[config.mk]
export PLATFORM = sky130hd
export DESIGN_NAME = seb_bulk
export DESIGN_NICKNAME = d
export VERILOG_FILES = /design/src/include/seb_pkg.sv /design/src/seb_bulk.sv /design/src/seb_sync.sv
export SDC_FILE = /design/constraint.sdc
export NUM_CORES = 1
export LEC_CHECK = 0
export BUFFER_PORTS_ARGS = -buffer_cell sky130_fd_sc_hd__clkbuf_2
export CAP_MARGIN = 5
export CORE_MARGIN = 4
export CORE_UTILIZATION = 50
export DETAILED_ROUTE_END_ITERATION = 10
export PLACE_DENSITY = 0.75
export SYNTH_ARGS = -nofsm -noshare
export SYNTH_HDL_FRONTEND = slang
export SYNTH_SLANG_ARGS = --single-unit
export TNS_END_PERCENT = 50
[constraint.sdc]
create_clock -name clk_in -period 2.62 [get_ports clk_in]
set_input_delay 0.393 -clock clk_in [delete_from_list [all_inputs] [get_ports clk_in]]
set_output_delay 0.393 -clock clk_in [all_outputs]
set_load 0.01 [all_outputs]
[src/include/seb_pkg.sv]
package seb_pkg;
	// organization and array
	localparam int ADDR_W16 = 6;
	localparam int ADDR_W8 = 7;
	localparam int WORDS_X16 = 64;
	localparam int WORD_BITS = 16;
	localparam int ARRAY_BITS = WORDS_X16 * WORD_BITS;
	// pin order in the synchroniser bank
	localparam int N_PINS = 4;
	localparam int PIN_CS = 0;
	localparam int PIN_SK = 1;
	localparam int PIN_DI = 2;
	localparam int PIN_ORG = 3;
	// command frame
	localparam logic [1:0] OP_EXT = 2'h0;
	localparam logic [1:0] SUB_DISABLE = 2'h0;
	localparam logic [1:0] SUB_WRITE_ALL = 2'h1;
	localparam logic [1:0] SUB_ERASE_ALL = 2'h2;
	localparam logic [1:0] SUB_ENABLE = 2'h3;
	localparam logic [4:0] HDR_BITS_X16 = 5'h09;
	localparam logic [4:0] HDR_BITS_X8 = 5'h0a;
	localparam logic [4:0] DATA_BITS_X16 = 5'h10;
	localparam logic [4:0] DATA_BITS_X8 = 5'h08;
	localparam logic [4:0] FIELD_CNT_W = 5'h1f;
	// timing
	localparam int CLK_HZ = 10_000_000;
	localparam int BULK_TIME_US = 100;
	localparam int BULK_CYCLES = (BULK_TIME_US * (CLK_HZ / 1_000_000) > 0) ?
		BULK_TIME_US * (CLK_HZ / 1_000_000) : 1;
	localparam int TIMER_W = 12;
	localparam logic [TIMER_W-1:0] TIMER_ZERO = 12'h000;
	// erased state of a cell
	localparam logic [WORD_BITS-1:0] ERASED_WORD = 16'hffff;
	typedef enum logic [2:0] {
		SEB_IDLE,
		SEB_HEADER,
		SEB_DATA,
		SEB_ARMED,
		SEB_IGNORE,
		SEB_BUSY
	} seb_state_e;
endpackage

[src/seb_bulk.sv]
// Functional notes
// - the chip select fall after a full erase-all command starts a timed clear of the array.
// - a finished erase-all leaves every array bit at 1.
// - the chip select fall after a full write-all frame stores its word in every location.
// - a started bulk cycle runs to the end on the block clock with no serial clock needed.
// - while selected during a bulk cycle the output pin shows busy or ready.
// - write-all needs no prior erase; the cycle clears and writes internally.
// - a frame is start bit 1, two opcode bits, six address bits (seven in x8), then data.
// - the status bit is low while the cycle runs and high once ready.
// - bulk commands run only after write enable and before any write disable.
`timescale 1ns/1ps
module seb_bulk
	import seb_pkg::*;
(
	input wire logic clk_in,
	input wire logic rstn_in,
	input wire logic chip_select_in,
	input wire logic serial_clock_in,
	input wire logic serial_in_in,
	input wire logic word_width_select_in,
	output logic serial_out_out,
	output logic serial_out_oe_out,
	output logic busy_out,
	output logic write_enabled_out
);
	logic cs_s;
	logic sk_s;
	logic di_s;
	logic org_s;
	logic [N_PINS-1:0] pin_raw;
	wire logic [N_PINS-1:0] pin_s;

	// every pin crosses into clk_in through two flops; order follows the pin indices
	assign pin_raw = {word_width_select_in, serial_in_in, serial_clock_in, chip_select_in};
	for (genvar p = 0; p < N_PINS; p++) begin : g_sync
		seb_sync u_sync (
			.clk_in(clk_in),
			.rstn_in(rstn_in),
			.async_in(pin_raw[p]),
			.sync_out(pin_s[p])
		);
	end
	assign cs_s = pin_s[PIN_CS];
	assign sk_s = pin_s[PIN_SK];
	assign di_s = pin_s[PIN_DI];
	assign org_s = pin_s[PIN_ORG];

	typedef struct packed {
		seb_state_e state;
		logic cs_d;
		logic sk_d;
		logic [4:0] cnt;
		logic [1:0] op;
		logic [6:0] addr;
		logic [WORD_BITS-1:0] data;
		logic [WORD_BITS-1:0] fill;
		logic [1:0] pend;
		logic wen;
		logic x8;
		logic [TIMER_W-1:0] timer;
		logic do_val;
		logic do_oe;
		logic status_on;
		logic poll;
		logic busy;
	} seb_s;

	seb_s cur_reg;
	seb_s cur_next;
	logic [WORD_BITS-1:0] mem [WORDS_X16];

	function automatic logic [1:0] sub_code(input logic [6:0] a, input logic x8);
		sub_code = x8 ? a[6:5] : a[5:4];
	endfunction

	// bit count of a header or data field for the selected organisation
	function automatic logic [4:0] field_len(input logic is_hdr, input logic x8);
		if (is_hdr) begin
			field_len = x8 ? HDR_BITS_X8 : HDR_BITS_X16;
		end else begin
			field_len = x8 ? DATA_BITS_X8 : DATA_BITS_X16;
		end
	endfunction

	function automatic logic edge_seen(input logic now_v, input logic was_v);
		edge_seen = now_v && !was_v;
	endfunction

	logic sk_rise;
	logic cs_rise;
	logic cs_fall;
	logic [4:0] hdr_len;
	logic [4:0] dat_len;
	logic mem_write;
	assign sk_rise = edge_seen(sk_s, cur_reg.sk_d);
	assign cs_rise = edge_seen(cs_s, cur_reg.cs_d);
	assign cs_fall = edge_seen(!cs_s, !cur_reg.cs_d);
	assign hdr_len = field_len(1'h1, cur_reg.x8);
	assign dat_len = field_len(1'h0, cur_reg.x8);

	always_comb begin
		cur_next = cur_reg;
		mem_write = 1'b0;
		cur_next.cs_d = cs_s;
		cur_next.sk_d = sk_s;
		case (cur_reg.state)
			SEB_IDLE: begin
				if (cs_s && sk_rise && di_s) begin
					cur_next.state = SEB_HEADER;
					cur_next.cnt = 5'h01;
					cur_next.x8 = !org_s;
					cur_next.op = 2'h0;
					cur_next.addr = 7'h00;
					cur_next.data = '0;
				end
			end
			SEB_HEADER: begin
				if (!cs_s) begin
					cur_next.state = SEB_IDLE;
				end else if (sk_rise) begin
					if (cur_reg.cnt < 5'h03) begin
						cur_next.op = {cur_reg.op[0], di_s};
					end else begin
						cur_next.addr = {cur_reg.addr[5:0], di_s};
					end
					cur_next.cnt = cur_reg.cnt + 5'h01;
					if (cur_reg.cnt + 5'h01 == hdr_len) begin
						cur_next.cnt = 5'h00;
						cur_next.state = SEB_IGNORE;
						if (cur_reg.op == OP_EXT) begin
							case (sub_code({cur_reg.addr[5:0], di_s}, cur_reg.x8))
								SUB_ENABLE: cur_next.wen = 1'b1;
								SUB_DISABLE: cur_next.wen = 1'b0;
								SUB_ERASE_ALL: begin
									cur_next.pend = SUB_ERASE_ALL;
									cur_next.state = cur_reg.wen ? SEB_ARMED : SEB_IGNORE;
								end
								SUB_WRITE_ALL: cur_next.state = SEB_DATA;
								default: cur_next.state = SEB_IGNORE;
							endcase
						end
					end
				end
			end
			SEB_DATA: begin
				if (!cs_s) begin
					cur_next.state = SEB_IDLE;
				end else if (sk_rise) begin
					cur_next.data = {cur_reg.data[WORD_BITS-2:0], di_s};
					cur_next.cnt = cur_reg.cnt + 5'h01;
					if (cur_reg.cnt + 5'h01 == dat_len) begin
						cur_next.pend = SUB_WRITE_ALL;
						cur_next.state = cur_reg.wen ? SEB_ARMED : SEB_IGNORE;
					end
				end
			end
			SEB_ARMED: begin
				if (cs_fall) begin
					cur_next.state = SEB_BUSY;
					cur_next.timer = TIMER_W'(BULK_CYCLES);
					cur_next.poll = 1'h1;
					cur_next.cnt = 5'h00;
					if (cur_reg.pend == SUB_ERASE_ALL) begin
						cur_next.fill = ERASED_WORD;
					end else if (cur_reg.x8) begin
						cur_next.fill = {cur_reg.data[7:0], cur_reg.data[7:0]};
					end else begin
						cur_next.fill = cur_reg.data;
					end
				end else if (sk_rise) begin
					cur_next.state = SEB_IGNORE;
				end
			end
			SEB_IGNORE: begin
				if (!cs_s) begin
					cur_next.state = SEB_IDLE;
				end
			end
			SEB_BUSY: begin
				// self timed on clk_in; serial clock is not watched here
				mem_write = 1'b1;
				cur_next.timer = cur_reg.timer - TIMER_W'(1);
				if (cur_reg.timer == TIMER_ZERO + TIMER_W'(1)) begin
					cur_next.state = SEB_IDLE;
					cur_next.pend = SUB_DISABLE;
				end
			end
			default: cur_next.state = SEB_IDLE;
		endcase
		// ready/busy shown on the output while selected, only once a launch armed the poll
		// a dummy one shifted in while ready ends the poll and floats the pin
		if (!cs_s) begin
			cur_next.status_on = 1'h0;
		end else if (cs_rise) begin
			cur_next.status_on = cur_next.poll;
		end else if (sk_rise && di_s && cur_next.state != SEB_BUSY) begin
			cur_next.status_on = 1'h0;
			cur_next.poll = 1'h0;
		end
		cur_next.do_oe = cur_next.status_on && cs_s;
		cur_next.do_val = cur_next.state != SEB_BUSY;
		cur_next.busy = cur_next.state == SEB_BUSY;
	end

	always_ff @(posedge clk_in or negedge rstn_in) begin
		if (!rstn_in) begin
			cur_reg <= '0;
		end else begin
			cur_reg <= cur_next;
		end
	end

	// array fill: every word rewritten on each clock of the busy window
	always_ff @(posedge clk_in) begin
		if (mem_write) begin
			for (int i = 0; i < WORDS_X16; i++) begin
				mem[i] <= cur_reg.fill;
			end
		end
	end

	assign serial_out_out = cur_reg.do_val;
	assign serial_out_oe_out = cur_reg.do_oe;
	assign busy_out = cur_reg.busy;
	assign write_enabled_out = cur_reg.wen;
endmodule // seb_bulk

[src/seb_sync.sv]
`timescale 1ns/1ps
module seb_sync (
	input wire logic clk_in,
	input wire logic rstn_in,
	input wire logic async_in,
	output logic sync_out
);
	logic meta_reg;
	always_ff @(posedge clk_in or negedge rstn_in) begin
		if (!rstn_in) begin
			meta_reg <= 1'b0;
			sync_out <= 1'b0;
		end else begin
			meta_reg <= async_in;
			sync_out <= meta_reg;
		end
	end
endmodule // seb_sync

# Word level (Yosys, flattened, before mapping)
# Index checks and enable logic that the tools add are counted.
# word_totals
ramBits	0
in_bits	6
latchBits	0
mem_bits_ro	0
n_memories	0
regBits	45
word_cells	110
out_inout_bits	4
# op_classes
n_bitwise	0
n_lt_le_gt_ge	1
shifts	0
mul	0
mux	39
add_sub_neg	2
n_div	0
n_eq_ne	21
n_reduce_logical	25
# op_table
operator	count
$mux W3	13
$mux W30	1
$mux W14	2
$mux W5	5
$pmux W12 S2	1
$pmux W5 S4	1
$pmux W3 S6	1
$pmux W9 S2	1
$eq A12 B1 Y1 const B	1
$mux W12	1
$ne A2 B2 Y1 const B	6
$sub A12 B1 Y12 const B	1
$reduce_and A5 Y1	2
$eq A3 B3 Y1 const B	3
$logic_and A1 B1 Y1	8
$mux W2	4
$mux W7	1
$reduce_and A7 Y1	1
$eq A3 B2 Y1 const B	2
$mux W1	6
$pmux W3 S2	1
$reduce_and A6 Y1	1
$reduce_bool A2 Y1	3
$add A5 B1 Y5 const B	1
14 further kinds	21

# Logic depth before layout (Yosys ltp)
# Gate-level depths: netlist of the first run.
# logic_depth
depth_word	14
ltp_mapped	9
mapped_depth_nobuf	8

# Modules after synthesis
# From an unflattened synthesis of the first run, not the netlist that was laid out.
# hier_totals
cells_unflattened	245
area_unflattened_um2	2337.2
# by_module_without_submodules
module	area_each_um2	cells_per_inst	n_inst	seq_area_each_um2
seb_bulk	2137.0	237	1	900.9
seb_sync	50.0	2	4	50.0

# Least setup slack after synthesis of the first run
# No wires, ideal clock.
# synth_timing
kind	reg-to-reg
startpoint	register cur_reg[63] (netlist name)
endpoint	register cur_reg[62] (netlist name)
slack_ps	803
required_ps	2551
period_less_slack_ps	1817
arrival_time_ps	1748
setup_ps	69
path_buffers	0
stages_incl_launch_ff	7
path_cell_list	dfrtp_1 -> ha_1 -> and2_1 -> a32oi_2 -> a21oi_2 -> or4_1 -> nand3_1
# synth_between
elab_chain_cells	6
# synth_lines
item	line	text
from (decl)	seb_bulk.sv:68	seb_s cur_reg;
from (signal assigned)	seb_bulk.sv:209	cur_reg <= cur_next;
$add A5 B1 Y5	seb_bulk.sv:127	if (cur_reg.cnt + 5'h01 == hdr_len) begin
$eq A5 B4 Y1	seb_bulk.sv:127	
$mux W5	seb_bulk.sv:127	
$mux W14	seb_bulk.sv:120	end else if (sk_rise) begin
$mux W14	seb_bulk.sv:118	if (!cs_s) begin
$pmux W5 S4	seb_bulk.sv:106	case (cur_reg.state)
# No other way between the ends. The select of a mux whose other input is x is not followed.
# A chain may end at the register's enable or synchronous reset.

# Worst setup path in the final report of the first run
# layout_timing
startpoint	register cur_reg[62] (netlist name)
endpoint	register cur_reg[62] (netlist name)
# layout_between
elab_chain_cells	6
elab_cells_between_ends	8
classes_between	add/sub: 1; eq/ne: 1; mux: 6
# layout_lines
item	line
$add A5 B1 Y5 (*)	seb_bulk.sv:126, seb_bulk.sv:127, seb_bulk.sv:150
$eq A5 B4 Y1	seb_bulk.sv:127
$mux W5	seb_bulk.sv:127
$mux W14	seb_bulk.sv:120
$mux W14	seb_bulk.sv:118
$pmux W5 S4 (*)	seb_bulk.sv:106
# Every way passes the cells marked *; elsewhere a longest branch is shown, timed or not. The select of a mux whose other input is x is not followed.

==> results of run 1 <==
## area by class of cell
cell class                 count  area [um2]  area share (%)
inverter                      15       56.30           2.238
tap                           52       65.06           2.586
clock buffer                   6       72.57           2.884
sequential                    44        1101           43.76
clock inverter                 2       16.27          0.6464
timing repair buffer          11       60.06           2.387
multi-input combinational    173        1145           45.50
## worst max path at each step
stage | end | slack, ps | start | depth (start not counted)
2_1_floorplan | cur_reg[62] | 800 | cur_reg[63] | 6
3_3_place_gp | cur_reg[62] | 630 | cur_reg[62] | 6
3_5_place_dp | cur_reg[62] | 610 | cur_reg[62] | 6
4_1_cts | cur_reg[62] | 590 | cur_reg[62] | 6
5_1_grt | cur_reg[70] | 460 | cur_reg[62] | 6
6_report | cur_reg[62] | 590 | cur_reg[62] | 6
## metrics by stage
step	std cells	power, mW	hold WS [ps]	util (%)
3_5_place_dp	295	0.8167	335.5	54.62
5_1_grt	303	1.290	74.84	56.62
3_3_place_gp	295	0.8146	333.0	54.62
6_report	303	1.240	36.40	56.62
2_1_floorplan	242	0.7853	97.41	-
4_1_cts	303	1.240	60.42	56.62
## synth_stat cells (2+ instances only)
master	n	area, um2
o31ai_1	4	30.03
nor4_2	2	25.02
buf_4	2	15.01
a21oi_1	9	45.04
a31oi_1	5	31.28
ha_1	7	87.58
o211ai_1	3	22.52
o21ai_0	15	75.07
nand3_1	12	60.06
nor4_4	2	42.54
dfrtp_1	44	1101
inv_1	15	56.30
nand2b_1	4	25.02
nand3b_1	3	22.52
a21o_1	2	15.01
buf_2	8	40.04
nand2_1	27	101.4
nor3_1	9	45.04
and3_1	2	12.51
and2_1	3	18.77
mux2i_1	5	50.05
nand4_1	5	31.28
or3_1	3	18.77
a211oi_1	2	15.01
nor2_1	17	63.81
nor3b_1	2	15.01
## routing by layer
layer  track usage, %  vias up
met5                0        -
met4            6.522        0
met3            3.279       10
met2            25.00       34
met1            22.16      816
li1                 -      888
## critical path: stages, from the launching register on
cell and delay (ps):
dfrtp_1 500, ha_1 300, and2_1 210, a32oi_2 250, a21oi_2 150, or4_1 480, nand3_1 90
## logic make-up after synthesis
logic type / Yosys count / synth area share (%)
XOR/XNOR: 1 / 0.3716
adder cells (fa/ha/maj): 7 / 3.715
multiplexers: 5 / 2.123
AO/OA/AOI/OAI: 56 / 16.30
flip-flops: 44 / 46.71
buffers and inverters: 25 / 4.724
AND/OR/NAND/NOR: 104 / 26.06
## power by group
| part | total [mW] | switching [mW] | internal [mW] |
|---|---|---|---|
| Clock | 0.437 | 0.247 | 0.190 |
| Sequential | 0.720 | 0.0250 | 0.695 |
| Combinational | 0.0825 | 0.0481 | 0.0344 |
## placed cells by master (no fill, tap or decap), drive strengths merged, types with 4 or more instances in the layout
master	n
o31ai	4
a21oi	10
clkbuf	15
dfrtp	44
nand2	28
nand4	5
nor4	5
nand3	12
inv	15
o21ai	16
nor2	17
mux2i	5
a31oi	5
nor3	11
or3	4
nand2b	5
ha	7
nand3b	4
==> results.txt, run 1 <==
synthesized instance count -> 242
largest net degree at the start of global routing -> 26
Relative slew margins -> 62.27%
first-pass GRT wire length -> 7679 um
Pwr per Cell Area -> 492.7 nW/um2
IO Count -> 10
CTS H-tree lvls -> 2
RD Place Congestion -> 0.7781
Post-synth EDFFs -> 0
ys flop type -> dfrtp_1
vias post-DR -> 1748
number of DRC markers in iteration 0 -> 107
area grow syn2layout -> 6.741%
Die W -> 76.66 um
layout cells sized above 1 -> 13.94%
Top Metal Used -> met4
DRC -> 0
setup ws final -> 587.0 ps
capturing point of the worst reg2reg path -> cur_reg[62]
vias in the first global route -> 1659
met3 wire length -> 183 um
Post-CTS Resized -> 0
synthesis warning total -> 0
routed len/inst -> 14.24 um
Fillers -> 411
Root Buffer -> clkbuf_8
Starting Density -> 53.04%
cts hold-fix bufs -> 0
register area share after synthesis -> 46.71%
CTS tree -> done
Largest register FFs -> 32
crit path kind -> reg2reg
FMAX -> 491.9 MHz
number of port buffers -> 9
NumNets Final -> 263
Post-Syn Area -> 2357 um2
die area -> 5877 um2
synth unique cells -> 56
initial antenna violation count -> 0
final hold vios -> 0
leak pwr -> 1.157 nW
Tot GR Track Use -> 16.16%
Layout Skew -> 4.478 ps
Routed Antenna Nets -> 0
area post-placement -> 2427 um2
met1 wire length -> 2121 um
Post-CTS Setup Bufs -> 0
Setup crit end kind -> flop
cell area after layout -> 2516 um2
status -> completed
grt ovf -> 0
Setup crit start kind -> flop
Worst Path Required -> 2870 ps
R2R Setup Slk -> 590 ps
FF-to-FF path depth -> 6
syn_area_per_cell -> 9.741 um2
syn nets -> 255
pre-CTS WS -> 609.4 ps
post-route minimum period -> 2033 ps
clk slew on worst S/H paths -> 90 ps
post-route clock period utilization -> 77.60%
DP Wirelength -> 3012 um
final wirelength -> 4315 um
Worst Path Max Fanout -> 12
CTS Sinks -> 44
total of max-cap violations -> 0
row count -> 24
Final setup viols -> 0
met2 WL -> 1916 um
Seq cells post-synth -> 44
critical path arrival -> 2280 ps
DIE HEIGHT -> 76.66 um
r2r startpoint -> cur_reg[62]
RSZ-0062 raised after global routing -> no
asr flop ratio synth -> 100.0%
Clk Latency, worst-skew pair -> 310 ps
Worst Tran Pin Value -> 565.9 ps
Core Area -> 4444 um2
Via density -> 5.769
maximum VDD drop -> 0.3087 mV
ant diodes -> 0
CTS Buf Count -> 5
worst-case clock buffer depth -> 2
max-slew violation count -> 0
setup_tns -> 0 ps
first-pass detailed-route iteration total -> 5
Worst Hold Class -> in2async
Power figures use the tool's default switching activity.
==> inputs of run 2 (changes only) <==
==> constraint.sdc (replaced) <==
create_clock -name clk_in -period 2.05 [get_ports clk_in]
set_input_delay 0.3075 -clock clk_in [delete_from_list [all_inputs] [get_ports clk_in]]
set_output_delay 0.3075 -clock clk_in [all_outputs]
set_load 0.01 [all_outputs]
==> run 2 against run 1 <==
Final cell count rose by 3.0%. Final area rose by 4.5%. Combinational power rose by 59%. First-iteration DRC count rose by 23%. Die area did not move. Register-to-register slack got worse by 420 ps. Routed wire length rose by 6.4%. Fmax rose by 7.7%. Clock-buffer cell count fell by 1. Sequential share of layout area fell by 1.8 points. Largest power group unchanged. Highest routed layer unchanged.
==> results.txt, run 2 (synthesized netlist as in run 1, its figures left out) <==
post-route clock period utilization -> 92.08% (+14 points)
Layout Skew -> 6.380 ps (+1.901 ps)
Worst Hold Class -> in2async
number of DRC markers in iteration 0 -> 132 (+23%)
IO Count -> 10 (unchanged)
switching share of power -> 23.71% (-2.2 points)
cts hold-fix bufs -> 0 (unchanged)
first-pass detailed-route iteration total -> 7 (+2)
crit path capture -> cur_reg[62]
DP Wirelength -> 3271 um (+8.6%)
initial antenna violation count -> 0 (unchanged)
ant diodes -> 0 (unchanged)
leak pwr -> 1.224 nW (+5.7%)
R2R Setup Slk -> 160 ps (-420 ps)
Routed Antenna Nets -> 0 (unchanged)
CTS H-tree lvls -> 2 (unchanged)
Tot GR Track Use -> 16.98% (+0.82 points)
Switching Power -> 410.4 uW (+28%)
max-slew violation count -> 0 (unchanged)
Worst Path Required -> 2280 ps (-590 ps)
status -> completed
r2r startpoint -> cur_reg[62]
Die W -> 76.66 um (unchanged)
capturing point of the worst reg2reg path -> cur_reg[62]
RD Place Congestion -> 0.8364 (+7.5%)
largest net degree at the start of global routing -> 24 (-7.7%)
area grow syn2layout -> 11.57%
Setup crit end kind -> flop
Final setup viols -> 0 (unchanged)
Clk Latency, worst-skew pair -> 300 ps (about the same)
Starting Density -> 53.04% (unchanged)
Clock Power Share -> 39.7% (+4.4 points)
final hold vios -> 0 (unchanged)
CTS Sinks -> 44 (unchanged)
vias in the first global route -> 1763 (+6.3%)
Worst Tran Pin Value -> 624.3 ps (+58.38 ps)
Via density -> 5.824 (+0.95%)
clk slew on worst S/H paths -> 90 ps (about the same)
Pwr per Cell Area -> 658.2 nW/um2 (+34%)
Core Area -> 4444 um2 (unchanged)
crit path kind -> reg2reg
setup_tns -> 0 ps (unchanged)
RSZ-0062 raised after global routing -> no
commonest non-fill, non-tap cells in the layout -> dfrtp_1, nand2_1, nor2_1
critical path arrival -> 2120 ps (-160 ps)
Worst Path Max Fanout -> 7 (-5)
first-pass GRT wire length -> 8128 um (+5.8%)
cell-internal power -> 1.321 mW (+44%)
FMAX -> 529.7 MHz (+7.7%)
row count -> 24 (unchanged)
CTS Buf Count -> 5 (unchanged)
commonest non-fill, non-tap cell in the layout -> dfrtp_1
Setup crit start kind -> flop
routed len/inst -> 14.72 um (+3.3%)
Root Buffer -> clkbuf_8
number of port buffers -> 9 (unchanged)
CP Launch Point -> cur_reg[62]
DIE HEIGHT -> 76.66 um (unchanged)
maximum VDD drop -> 0.4777 mV (+55%)
Reg power frac -> 52.8% (-5.3 points)
Util after Layout -> 59.18% (+2.6 points)
layout cells sized above 1 -> 18.08% (+4.1 points)
worst-case clock buffer depth -> 2 (unchanged)
Comb pwr share -> 7.6% (+0.9 points)
CTS tree -> done
final wirelength -> 4592 um (+6.4%)
vias post-DR -> 1817 (+3.9%)
grt ovf -> 0 (unchanged)
post-route minimum period -> 1888 ps (-145.3 ps)
total of max-cap violations -> 0 (unchanged)
die area -> 5877 um2 (unchanged)
NumNets Final -> 272 (+3.4%)
DRC -> 0 (unchanged)
Largest register FFs -> 32 (unchanged)
FF-to-FF path depth -> 6 (unchanged)
Relative slew margins -> 58.38% (-3.9 points)
-- run 2: cell count changes in the layout (fill, tap and decap cells not counted), sizes merged --
cell | previous run | this run
buf | 2 | 11
inv | 15 | 17
clkbuf | 15 | 14
clkinvlp | 1 | 0
bufinv | 0 | 1
clkinv | 1 | 0
-- run 2: routing by layer --
| metal | routed length (um) | share of wire [%] | global-route usage [%] |
|---|---|---|---|
| met2 | 2106 | 46 | 27.26 |
| met3 | 198 | 4.3 | 2.693 |
| met5 | 0 | 0 | 0 |
| met4 | 93 | 2.0 | 7.065 |
| met1 | 2194 | 48 | 22.84 |
-- run 2: worst min-delay path by stage --
stage / from / end / slack, ps / cells after the start
floorplan: rstn_in / busy_out / 10 / 0
detailed placement: g_sync[3].u_sync.meta_reg / g_sync[3].u_sync.sync_out / 340 / 0
CTS: rstn_in / cur_reg[11] / 20 / 1
global placement: g_sync[2].u_sync.meta_reg / g_sync[2].u_sync.sync_out / 330 / 0
finish: rstn_in / cur_reg[11] / 7 / 1
global route: rstn_in / cur_reg[8] / 40 / 1
-- run 2: repair_timing --
action                                  CTS  global route
gates resized for setup                   0             2
setup buffers                             0             0
endpoints found under the setup margin    0             1
-- run 2: power by group through the flow --
stage / logic, mW / registers, mW / clock network, mW
finish: 0.131 / 0.913 / 0.686
CTS: 0.132 / 0.913 / 0.710
global placement: 0.130 / 0.929 / 0
detailed placement: 0.130 / 0.930 / 0
floorplan: 0.0841 / 0.920 / 0
global route: 0.147 / 0.918 / 0.746
-- run 2: through the flow --
step | cells | hold WS [ps] | power, mW | setup WS (ps) | instance area (um2)
floorplan | 242 | 11.91 | 1.004 | 232.7 | 2357
global placement | 304 | 332.3 | 1.059 | 209.9 | 2507
detailed placement | 304 | 335.6 | 1.060 | 123.0 | 2507
CTS | 312 | 18.69 | 1.755 | 106.2 | 2626
global route | 312 | 36.43 | 1.810 | 2.936 | 2630
finish | 312 | 6.604 | 1.731 | 162.3 | 2630
-- run 2: critical path, stage by stage, from the launching register on --
cell     delay, ps
dfrtp_1        450
ha_2           240
and2_1         210
a32oi_2        260
a21oi_2        100
or4_1          470
nand3_1        100
-- run 2: cell type report --
| class | count | area (um2) |
|---|---|---|
| Clock buffer | 5 | 68.82 |
| Fill cell | 377 | 1814 |
| Sequential cell | 44 | 1102 |
| Clock inverter | 3 | 50.05 |
| Tap cell | 52 | 65.06 |
| Multi-Input combinational cell | 173 | 1147 |
| Timing Repair Buffer | 20 | 140.1 |
| Inverter | 15 | 56.30 |
==> inputs of run 3 (changes only) <==
--- a/config.mk
+++ b/config.mk
@@ -8,9 +8,9 @@
 export BUFFER_PORTS_ARGS = -buffer_cell sky130_fd_sc_hd__clkbuf_2
 export CAP_MARGIN = 5
 export CORE_MARGIN = 4
-export CORE_UTILIZATION = 50
+export CORE_UTILIZATION = 60
 export DETAILED_ROUTE_END_ITERATION = 10
-export PLACE_DENSITY = 0.75
+export PLACE_DENSITY = 0.86
 export SYNTH_ARGS = -nofsm -noshare
 export SYNTH_HDL_FRONTEND = slang
 export SYNTH_SLANG_ARGS = --single-unit
==> run 3 against run 2 <==
Power down 8.2%. Register-to-register slack worse by 30 ps. Utilization up 11 points. First-iteration DRC count up 32%. Setup slack worse by 25 ps. Final area down 1.4%. Flip-flop and latch count unchanged. Final cell count down 0.96%. Non-clock buffer count up 1. Clock skew down 1.6 ps. Largest cell class unchanged. Highest routed layer unchanged.
==> results.txt, run 3 (synthesized netlist as in run 1, its figures left out) <==
status -> completed
Die W -> 70.68 um (-7.8%)
Layout Skew -> 4.798 ps (-1.582 ps)
post-route clock period utilization -> 93.31% (+1.2 points)
Clk Latency, worst-skew pair -> 290 ps (about the same)
initial antenna violation count -> 0 (unchanged)
total of max-cap violations -> 0 (unchanged)
ant diodes -> 0 (unchanged)
commonest non-fill, non-tap cell in the layout -> dfrtp_1
crit path kind -> reg2reg
capturing point of the worst reg2reg path -> cur_reg[62]
Worst Path Max Fanout -> 8 (+1)
number of DRC markers in iteration 0 -> 174 (+32%)
die area -> 4996 um2 (-15%)
Worst Tran Pin Value -> 550.1 ps (-74.22 ps)
FMAX -> 522.8 MHz (-1.3%)
layout cells sized above 1 -> 18.01% (-0.069 points)
Starting Density -> 63.43% (+10 points)
Root Buffer -> clkbuf_8
r2r startpoint -> cur_reg[62]
commonest non-fill, non-tap cells in the layout -> dfrtp_1, nand2_1, nor2_1
R2R Setup Slk -> 140 ps (-30 ps)
IO Count -> 10 (unchanged)
worst-case clock buffer depth -> 2 (unchanged)
cts hold-fix bufs -> 0 (unchanged)
CTS tree -> done
DP Wirelength -> 3240 um (-0.96%)
Via density -> 5.890 (+1.1%)
Util after Layout -> 69.80% (+11 points)
Tot GR Track Use -> 19.17% (+2.2 points)
first-pass GRT wire length -> 7831 um (-3.7%)
FF-to-FF path depth -> 6 (unchanged)
DIE HEIGHT -> 70.68 um (-7.8%)
Post-CTS Setup Bufs -> 0 (unchanged)
grt ovf -> 0 (unchanged)
final wirelength -> 4327 um (-5.8%)
largest net degree at the start of global routing -> 45 (+88%)
vias post-DR -> 1820 (+0.17%)
Setup crit start kind -> flop
Final setup viols -> 0 (unchanged)
Relative slew margins -> 63.33% (+4.9 points)
maximum VDD drop -> 0.4354 mV (-8.9%)
Post-CTS Resized -> 0 (unchanged)
row count -> 22 (-8.3%)
final hold vios -> 0 (unchanged)
Setup crit end kind -> flop
routed len/inst -> 14.00 um (-4.9%)
Worst Path Required -> 2280 ps (about the same)
RD Place Congestion -> 0.9344 (+12%)
vias in the first global route -> 1770 (+0.40%)
leak pwr -> 1.208 nW (-1.3%)
Worst Hold Class -> in2async
first-pass detailed-route iteration total -> 5 (-2)
max-slew violation count -> 0 (unchanged)
DRC -> 0 (unchanged)
area grow syn2layout -> 10.03%
CTS H-tree lvls -> 2 (unchanged)
Pwr per Cell Area -> 612.6 nW/um2 (-6.9%)
Routed Antenna Nets -> 0 (unchanged)
post-route minimum period -> 1913 ps (+25.06 ps)
CTS Sinks -> 44 (unchanged)
Largest register FFs -> 32 (unchanged)
setup_tns -> 0 ps (unchanged)
clk slew on worst S/H paths -> 80 ps (about the same)
critical path arrival -> 2140 ps (+20 ps)
CP Launch Point -> cur_reg[62]
NumNets Final -> 273 (+0.37%)
RSZ-0062 raised after global routing -> no
number of port buffers -> 9 (unchanged)
CTS Buf Count -> 5 (unchanged)
Core Area -> 3716 um2 (-16%)
crit path capture -> cur_reg[62]
==> run 3: changes by cell type in the layout (fill, tap and decap cells not counted), sizes merged <==
cell      change
buf           +1
bufinv        -1
clkbuf        +2
clkinvlp      +1
inv           -2
==> run 3: power by group <==
group	switching (mW)	internal [mW]
clock network	0.276	0.274
registers	0.0257	0.889
logic	0.0711	0.0539
total	0.373	1.22
==> run 3: cell type report <==
cell class,count,area [um2]
flip-flops and latches,44,1104
clock inverters,1,7.507
repair buffers,21,135.1
inverters,15,56.30
fillers,293,1122
clock buffers,7,86.33
multi-input cells,173,1145
well taps,48,60.06
==> run 3: stage by stage <==
stage	hold slack (ps)	total power [mW]	cells	setup WS (ps)	cell area (um2)
3_5_place_dp	338.1	1.056	301	132.7	2497
6_report	71.02	1.589	309	137.2	2594
4_1_cts	98.27	1.608	309	118.4	2591
2_1_floorplan	11.91	1.004	242	232.7	2357
3_3_place_gp	334.9	1.052	301	188.2	2497
5_1_grt	100.6	1.670	309	31.62	2594
==> run 3: critical path, cell delays in order, from the launching register on <==
cell,delay (ps)
dfrtp_2,450
ha_1,260
and2_1,220
a32oi_2,260
a21oi_2,100
or4_1,470
nand3_1,90
==> run 3: worst min-delay path by stage <==
stage | endpoint | cells past startpoint
global placement | g_sync[1].u_sync.sync_out | 0
finish | cur_reg[8] | 2
CTS | serial_out_out | 2
detailed placement | g_sync[3].u_sync.sync_out | 0
floorplan | busy_out | 0
global route | g_sync[1].u_sync.meta_reg | 1
==> run 3: metal layers <==
layer | global-route usage, % | part of all wire [%]
met4 | 5.846 | 1.1
met3 | 4.261 | 4.8
met1 | 26.64 | 47
met5 | 0 | 0
met2 | 30.18 | 47
